### src/common/drive_objects_pkg.sv
`default_nettype none

package drive_objects_pkg;

    // Object indices of the dictionary entries held here
    localparam logic [15:0] IDX_POS_UNIT   = 16'h60a8;
    localparam logic [15:0] IDX_VEL_UNIT   = 16'h60a9;
    localparam logic [15:0] IDX_POS_OFFSET = 16'h60b0;
    localparam logic [15:0] IDX_SPD_OFFSET = 16'h60b1;
    localparam logic [15:0] IDX_TRQ_OFFSET = 16'h60b2;
    localparam logic [15:0] IDX_IP_RECORD  = 16'h60c1;
    localparam logic [15:0] IDX_IP_PERIOD  = 16'h60c2;

    // Subindices
    localparam logic [7:0] SUB_COUNT = 8'h00;
    localparam logic [7:0] SUB_FIRST = 8'h01;
    localparam logic [7:0] SUB_SECND = 8'h02;

    // Writable bits of the unit codes; reserved bits stay zero
    localparam logic [31:0] POS_UNIT_MASK = 32'hffff0000;
    localparam logic [31:0] VEL_UNIT_MASK = 32'hffffff00;

    // Reset values
    localparam logic [31:0] POS_UNIT_RST     = 32'hff410000;
    localparam logic [31:0] VEL_UNIT_RST     = 32'h00b44700;
    localparam logic [31:0] OFFSET32_RST     = 32'h00000000;
    localparam logic [15:0] OFFSET16_RST     = 16'h0000;
    localparam logic [31:0] DEMAND_RST       = 32'h00000000;
    localparam logic [7:0]  IP_RECORD_COUNT  = 8'h01;
    localparam logic [7:0]  IP_PERIOD_COUNT  = 8'h02;
    localparam logic [7:0]  IP_PERIOD_RST    = 8'h01;
    localparam logic [7:0]  IP_EXPONENT_RST  = 8'hfd;

    // Exponent that the master is expected to use (milliseconds)
    localparam logic signed [7:0] IP_EXPONENT_MS = 8'shfd;

    // Operating modes reported by the motion core
    typedef enum logic [2:0]
    {
        MODE_OTHER,
        MODE_CSP,
        MODE_CSV,
        MODE_CST,
        MODE_CLK_DIR,
        MODE_IP
    } drive_mode_e;

    // Object dictionary access request
    typedef struct packed
    {
        logic        wr;
        logic        rd;
        logic [15:0] index;
        logic [7:0]  subindex;
        logic [31:0] wdata;
    } od_req_s;

    // Set values from the motion core
    typedef struct packed
    {
        logic signed [31:0] pos;
        logic signed [31:0] spd;
        logic signed [15:0] trq;
    } setpoint_s;

    // Cycle time in microseconds from period value and power of ten
    function automatic logic [31:0] cycle_time_us(input logic [7:0] val, input logic signed [7:0] expo);
        logic [31:0] scale;
        scale = 32'h00000000;
        case (expo)
            -8'sd6:  scale = 32'h00000001;
            -8'sd5:  scale = 32'h0000000a;
            -8'sd4:  scale = 32'h00000064;
            -8'sd3:  scale = 32'h000003e8;
            -8'sd2:  scale = 32'h00002710;
            -8'sd1:  scale = 32'h000186a0;
            8'sd0:   scale = 32'h000f4240;
            default: scale = 32'h00000000;
        endcase
        return 32'({24'h000000, val} * scale);
    endfunction

endpackage

`default_nettype wire

### src/rtl/drive_unit_offset_interp_objects.sv
// How it works
// - Position unit: code 23:16, exponent 31:24.
// - Velocity unit: time, position, exponent fields.
// - Position offset added in cyclic position mode.
// - Speed offset in CSP, CSV, clock-direction.
// - Torque offset in cyclic and clock-direction modes.
// - One signed 32-bit interpolation demand position.
// - Demand position taken over at next sync.
// - Cycle time equals period times ten^exponent; zero for exponents outside -6 to 0.
`default_nettype none

module drive_unit_offset_interp_objects
    import drive_objects_pkg::*;
(
    // Clock and reset
    input  wire logic          i_sys_clk,
    input  wire logic          i_nrst,
    // Object dictionary access
    input  wire od_req_s       i_od_req,
    output logic               o_od_ack,
    output logic               o_od_err,
    output logic [31:0]        o_od_rdata,
    // Motion core
    input  wire logic          i_sync,
    input  wire drive_mode_e   i_mode,
    input  wire setpoint_s     i_set,
    output setpoint_s          o_cmd,
    output logic signed [31:0] o_ip_demand,
    output logic [31:0]        o_pos_unit,
    output logic [31:0]        o_vel_unit,
    output logic [31:0]        o_ip_cycle_us,
    output logic               o_ip_exp_bad
);

    // Stored objects
    logic [31:0]        pos_unit_reg;      // Position unit code
    logic [31:0]        vel_unit_reg;      // Velocity unit code
    logic signed [31:0] pos_off_reg;       // Position offset
    logic signed [31:0] spd_off_reg;       // Speed offset
    logic signed [15:0] trq_off_reg;       // Torque offset, tenths of a percent
    logic signed [31:0] demand_reg;        // Written demand, not yet in use
    logic [7:0]         period_reg;        // Interpolation period value
    logic signed [7:0]  expo_reg;          // Interpolation power of ten
    // Answer path
    logic               ack_reg;
    logic               err_reg;
    logic [31:0]        rdata_reg;
    // Motion outputs
    setpoint_s          cmd_reg;
    setpoint_s          cmd_next;
    logic signed [31:0] ip_demand_reg;
    logic [31:0]        cycle_reg;

    // Address decode of each object entry
    wire hit_pos_unit = (i_od_req.index == IDX_POS_UNIT) && (i_od_req.subindex == SUB_COUNT);
    wire hit_vel_unit = (i_od_req.index == IDX_VEL_UNIT) && (i_od_req.subindex == SUB_COUNT);
    wire hit_pos_off  = (i_od_req.index == IDX_POS_OFFSET) && (i_od_req.subindex == SUB_COUNT);
    wire hit_spd_off  = (i_od_req.index == IDX_SPD_OFFSET) && (i_od_req.subindex == SUB_COUNT);
    wire hit_trq_off  = (i_od_req.index == IDX_TRQ_OFFSET) && (i_od_req.subindex == SUB_COUNT);
    wire hit_rec_cnt  = (i_od_req.index == IDX_IP_RECORD) && (i_od_req.subindex == SUB_COUNT);
    wire hit_demand   = (i_od_req.index == IDX_IP_RECORD) && (i_od_req.subindex == SUB_FIRST);
    wire hit_per_cnt  = (i_od_req.index == IDX_IP_PERIOD) && (i_od_req.subindex == SUB_COUNT);
    wire hit_period   = (i_od_req.index == IDX_IP_PERIOD) && (i_od_req.subindex == SUB_FIRST);
    wire hit_expo     = (i_od_req.index == IDX_IP_PERIOD) && (i_od_req.subindex == SUB_SECND);

    // Entries that accept a write, and entries that exist at all
    wire hit_rw   = hit_pos_unit | hit_vel_unit | hit_pos_off | hit_spd_off | hit_trq_off
                  | hit_demand | hit_period | hit_expo;
    wire hit_any  = hit_rw | hit_rec_cnt | hit_per_cnt;
    wire req_any  = i_od_req.wr | i_od_req.rd;
    wire wr_ok    = i_od_req.wr & hit_rw;
    // Write to a count entry or an unknown entry, or read of an unknown one
    wire req_bad  = i_od_req.wr ? ~hit_rw : ~hit_any;

    // Read data selection; narrow entries sit in the low bits
    wire [31:0] rd_mux =
        hit_pos_unit ? pos_unit_reg :
        hit_vel_unit ? vel_unit_reg :
        hit_pos_off  ? pos_off_reg :
        hit_spd_off  ? spd_off_reg :
        hit_trq_off  ? {16'h0000, trq_off_reg} :
        hit_rec_cnt  ? {24'h000000, IP_RECORD_COUNT} :
        hit_demand   ? demand_reg :
        hit_per_cnt  ? {24'h000000, IP_PERIOD_COUNT} :
        hit_period   ? {24'h000000, period_reg} :
        hit_expo     ? {24'h000000, expo_reg} :
                       32'h00000000;

    // Offset enables per operating mode
    wire pos_off_en = (i_mode == MODE_CSP);
    wire spd_off_en = (i_mode == MODE_CSP) || (i_mode == MODE_CSV) || (i_mode == MODE_CLK_DIR);
    wire trq_off_en = spd_off_en || (i_mode == MODE_CST);

    // Corrected set values
    always_comb
    begin
        cmd_next.pos = pos_off_en ? 32'(i_set.pos + pos_off_reg) : i_set.pos;
        cmd_next.spd = spd_off_en ? 32'(i_set.spd + spd_off_reg) : i_set.spd;
        cmd_next.trq = trq_off_en ? 16'(i_set.trq + trq_off_reg) : i_set.trq;
    end

    // Unit code storage; reserved low bits never take a write
    always_ff @(posedge i_sys_clk or negedge i_nrst)
    begin
        if (!i_nrst)
        begin
            pos_unit_reg <= POS_UNIT_RST;
            vel_unit_reg <= VEL_UNIT_RST;
        end
        else if (wr_ok)
        begin
            if (hit_pos_unit)
            begin
                pos_unit_reg <= i_od_req.wdata & POS_UNIT_MASK;
            end
            if (hit_vel_unit)
            begin
                vel_unit_reg <= i_od_req.wdata & VEL_UNIT_MASK;
            end
        end
    end

    // Offset storage
    always_ff @(posedge i_sys_clk or negedge i_nrst)
    begin
        if (!i_nrst)
        begin
            pos_off_reg <= OFFSET32_RST;
            spd_off_reg <= OFFSET32_RST;
            trq_off_reg <= OFFSET16_RST;
        end
        else if (wr_ok)
        begin
            if (hit_pos_off)
                pos_off_reg <= i_od_req.wdata;
            if (hit_spd_off)
                spd_off_reg <= i_od_req.wdata;
            if (hit_trq_off)
                trq_off_reg <= i_od_req.wdata[15:0];
        end
    end

    // Interpolation entries; demand is only held here until sync
    always_ff @(posedge i_sys_clk or negedge i_nrst)
    begin
        if (!i_nrst)
        begin
            demand_reg <= DEMAND_RST;
            period_reg <= IP_PERIOD_RST;
            expo_reg   <= IP_EXPONENT_RST;
        end
        else if (wr_ok)
        begin
            if (hit_demand)
                demand_reg <= i_od_req.wdata;
            if (hit_period)
                period_reg <= i_od_req.wdata[7:0];
            if (hit_expo)
                expo_reg <= i_od_req.wdata[7:0];
        end
    end

    // Access answer, one cycle after the request
    always_ff @(posedge i_sys_clk or negedge i_nrst)
    begin
        if (!i_nrst)
        begin
            ack_reg   <= 1'b0;
            err_reg   <= 1'b0;
            rdata_reg <= 32'h00000000;
        end
        else
        begin
            ack_reg <= req_any;
            err_reg <= req_any & req_bad;
            // Read data only refreshed on a good read
            if (i_od_req.rd && !i_od_req.wr && hit_any)
                rdata_reg <= rd_mux;
        end
    end

    // Motion path outputs
    always_ff @(posedge i_sys_clk or negedge i_nrst)
    begin
        if (!i_nrst)
        begin
            cmd_reg       <= '0;
            ip_demand_reg <= DEMAND_RST;
            cycle_reg     <= 32'h00000000;
        end
        else
        begin
            cmd_reg   <= cmd_next;
            cycle_reg <= cycle_time_us(period_reg, expo_reg);
            // Demand becomes active only at the sync instant
            if (i_sync)
                ip_demand_reg <= demand_reg;
        end
    end

    // Output drive
    assign o_od_ack      = ack_reg;
    assign o_od_err      = err_reg;
    assign o_od_rdata    = rdata_reg;
    assign o_cmd         = cmd_reg;
    assign o_ip_demand   = ip_demand_reg;
    assign o_pos_unit    = pos_unit_reg;
    assign o_vel_unit    = vel_unit_reg;
    assign o_ip_cycle_us = cycle_reg;
    // Flags an exponent other than the millisecond base
    assign o_ip_exp_bad  = (expo_reg != IP_EXPONENT_MS);
endmodule // drive_unit_offset_interp_objects

`default_nettype wire

### config.mk
export PLATFORM = sky130hd
export DESIGN_NAME = drive_unit_offset_interp_objects
export DESIGN_NICKNAME = d
export VERILOG_FILES = /design/src/common/drive_objects_pkg.sv /design/src/rtl/drive_unit_offset_interp_objects.sv
export SDC_FILE = /design/constraint.sdc
export NUM_CORES = 1
export LEC_CHECK = 0
export BUFFER_PORTS_ARGS = -buffer_cell sky130_fd_sc_hd__buf_2
export CORE_UTILIZATION = 42
export CTS_CLUSTER_SIZE = 28
export DETAILED_ROUTE_END_ITERATION = 7
export PLACE_DENSITY = 0.63
export SYNTH_ARGS = -nofsm -noshare
export SYNTH_HDL_FRONTEND = slang
export SYNTH_SLANG_ARGS = --single-unit
### constraint.sdc
create_clock -name i_sys_clk -period 5.5 [get_ports i_sys_clk]
set_clock_uncertainty 0.05 [all_clocks]
set_input_delay 0.275 -clock i_sys_clk [delete_from_list [all_inputs] [get_ports i_sys_clk]]
set_output_delay 0.275 -clock i_sys_clk [all_outputs]
set_load 0.05 [all_outputs]
==> impl_metrics.tcl <==
set metrics [dict create \
    drcViolationCount 0 \
    largest_reg_flops 80 \
    fin_crit_sh_pct 104 \
    cts_htree_levels 2 \
    start_util_pct 42.7 \
    cp_common_cell "fa_1" \
    crit_type "flip-flop to flip-flop" \
    rsz0062_at_grt "true" \
    finalWirelength_um 68200 \
    dp_hpwl_um 51300 \
    setup_viol 11 \
    ys_seq_area_share_pct 39.2 \
    grt_pass1_vias 18600 \
    place_area_um2 25000 \
    min_period_ps 5730 \
    grt_use_total_pct 25.8 \
    cts_max_path_buffers 3 \
    setup_ws_ps -229 \
    antenna_left 0 \
    dieArea_um2 53100 \
    synthCells 2055 \
    tightest_slew_ps 1160 \
    drt-initial-drc-count 1010 \
    totalPowerFinal_mw 6.15 \
    drv_slew 0 \
    via_per_inst 5.33 \
    finalInstanceArea_um2 27800 \
    synth_edf_count 0 \
    clk_pin_slew_worst_paths_ps 60 \
    cap_violations 0 \
    synthFlopType "dfrtp_1" \
    synth_area_leaders "dfrtp_1 36%, mux2_2 10%, fa_1 8.7%" \
    cts_tree "yes" \
    max_stage_delay_ps 550 \
    antenna_found_initial 8 \
    die_h_um 231 \
    ios 387 \
    violations "negative setup slack" \
    critPathBufInv 3 \
    vias 17700 \
    clkSinkCount 342 \
    drive_gt1_share_pct 32.0 \
    io_buffers 358 \
    gp_congestion 0.919 \
    tns_ps -1340 \
    yosysTopAreaCellShare_pct 36.1 \
    hold_violations 0 \
    slew_headroom_pct 22.3 \
    firstDrtPassIters 5 \
    grt_pass1_wl_um 106000 \
    p_per_area_nw_per_um2 222 \
    cp-start-kind "flip-flop" \
    wire_per_inst_um 20.6 \
    grt_overflow 0 \
    crit_fanout 6 \
    cp_data_arrival_time_ps 6110 \
    ctsRootBufferMaster "clkbuf_16" \
    critPathTopFamily "adder cells" \
    critical_path_required_ps 5880 \
    num_rows 83 \
    syn_area_per_cell_um2 10.7 \
    max_freq_mhz 175 \
    final_nets 2972 \
    outcome "complete, but fails checks" \
    synth_warnings 0 \
    clk_latency_ps 590 \
    fill_cells 4492 \
    die_w_um 231 \
    power_leakage_nw 14.6 \
    netlist_area_um2 21900 \
    cts_buffers 40 \
    areaGrowthSynthToFinish_pct 26.6 \
    async_reset_ff_share_pct 100 \
    ys_ff_latch 342 \
    path_cells "nand3_2 > nor2_4 > nand2_4 > nor2_4 > buf_4 > nand2_4 > nand2b_4 > and2_4 > fa_1 > fa_1 > fa_1 > inv_1 > fa_1 > inv_2 > ha_4 > a21o_1 > or3_4 > o311a_1 > o21a_1 > o21a_2 > o2111ai_4 > a21boi_2 > o41ai_2 > xnor2_1" \
    crit_slowest_cell "dfstp_2" \
    ys_types 84 \
    peakVddDrop_mv 0.223 \
    core_area_um2 51400 \
    yosysTopAreaCell "dfrtp_1" \
    hp-class "input port to flip-flop" \
    grt_max_degree 173 \
    end_kind "flip-flop" \
]
==> logic make-up after synthesis <==
group                    count (synthesis)  share of synthesized area [%]
AND/OR/NAND/NOR                        494                           11.5
AO/OA/AOI/OAI                          425                           13.1
flip-flops                             342                           39.2
buffers and inverters                  263                           5.40
adder cells (fa/ha/maj)                233                           16.5
multiplexers                           212                           10.9
XOR/XNOR                                85                           3.39
other                                    1                         0.0171
==> metrics by stage <==
step / instances / worst slack, ps / util (%) / hold slack [ps]
finish: 3311 / -229 / 54.0 / 39.3
floorplan: 2082 / -84.0 / - / -70.6
global route: 3308 / -513 / 54.0 / 22.5
global placement: 3112 / -336 / 48.6 / 160
CTS: 3301 / -272 / 53.7 / 6.57
detailed placement: 3112 / -438 / 48.6 / 162
==> metal layers <==
layer	track usage [%]	vias up	share of wire [%]
met2	43.5	545	48
met5	0	-	0.050
met3	5.81	128	6.8
met4	11.4	6	4.3
met1	31.6	8746	41
li1	-	8236	-
==> cells in the mapped netlist (34+ instances only) <==
| library cell | number |
|---|---|
| nor2_1 | 77 |
| a22o_1 | 34 |
| dfrtp_1 | 316 |
| xor2_1 | 44 |
| a21o_1 | 41 |
| fa_1 | 95 |
| xnor2_1 | 41 |
| nand2_1 | 176 |
| inv_1 | 160 |
| ha_1 | 138 |
| and2_1 | 77 |
| o21ai_0 | 109 |
| buf_4 | 34 |
| clkbuf_1 | 54 |
| a21oi_1 | 81 |
| mux2_2 | 204 |
==> power by group <==
group | internal, mW | leakage (nW) | switching, mW
Sequential | 2.57 | 4.49 | 0.0164
Clock | 1.70 | 0.673 | 1.14
Combinational | 0.208 | 9.47 | 0.518
==> cells in the final DEF, fill, tap and decap left out, types with 9 or more instances in the layout <==
cell type	count
nor2b_1	12
buf_2	357
buf_6	9
nand2_1	170
o21bai_1	11
nand3_1	13
clkbuf_16	40
xor2_1	43
nand2b_1	17
nor3_1	22
dfrtp_1	316
a21o_1	40
xnor2_1	40
o21ai_1	14
a222oi_1	23
dfstp_2	26
ha_1	135
a221oi_1	17
a21boi_0	19
nor2_1	73
a22o_1	34
and2_1	71
dlygate4sd3_1	109
inv_1	154
a21oi_1	76
clkbuf_1	11
conb_1	28
o21a_1	14
buf_4	97
and3_1	30
o21ai_0	106
mux2_2	204
fa_1	91
==> final cells by class <==
class | count | area, um2 | area share [%]
Tap cell | 680 | 851 | 3.06
Clock buffer | 55 | 1100 | 3.95
Antenna cell | 5 | 12.5 | 0.0451
Clock inverter | 18 | 297 | 1.07
Timing Repair Buffer | 574 | 3740 | 13.5
Inverter | 160 | 601 | 2.16
Sequential cell | 342 | 8590 | 30.9
Multi-Input combinational cell | 1477 | 12600 | 45.3
==> final timing paths <==
check                      cells after the start  slack (ps)           start                end
max reg2reg                                   24        -230     expo_reg[7]  o_ip_cycle_us[27]
min                                            2          40     i_od_req[2]     spd_off_reg[2]
min reg2reg                                    2         430  o_od_rdata[17]     o_od_rdata[17]
max in group asynchronous                      3        3840          i_nrst          o_cmd[65]
max                                           24        -230     expo_reg[7]  o_ip_cycle_us[27]
min in group asynchronous                      2         140          i_nrst           o_cmd[9]
==> what timing repair did <==
item,CTS,global route
setup endpoints to repair,11,13
hold buffers,109,0
resized for setup,21,32
pin swaps,18,21
buffers inserted,7,8
hold endpoints to repair,248,0
(Power assumes the default switching activity.)
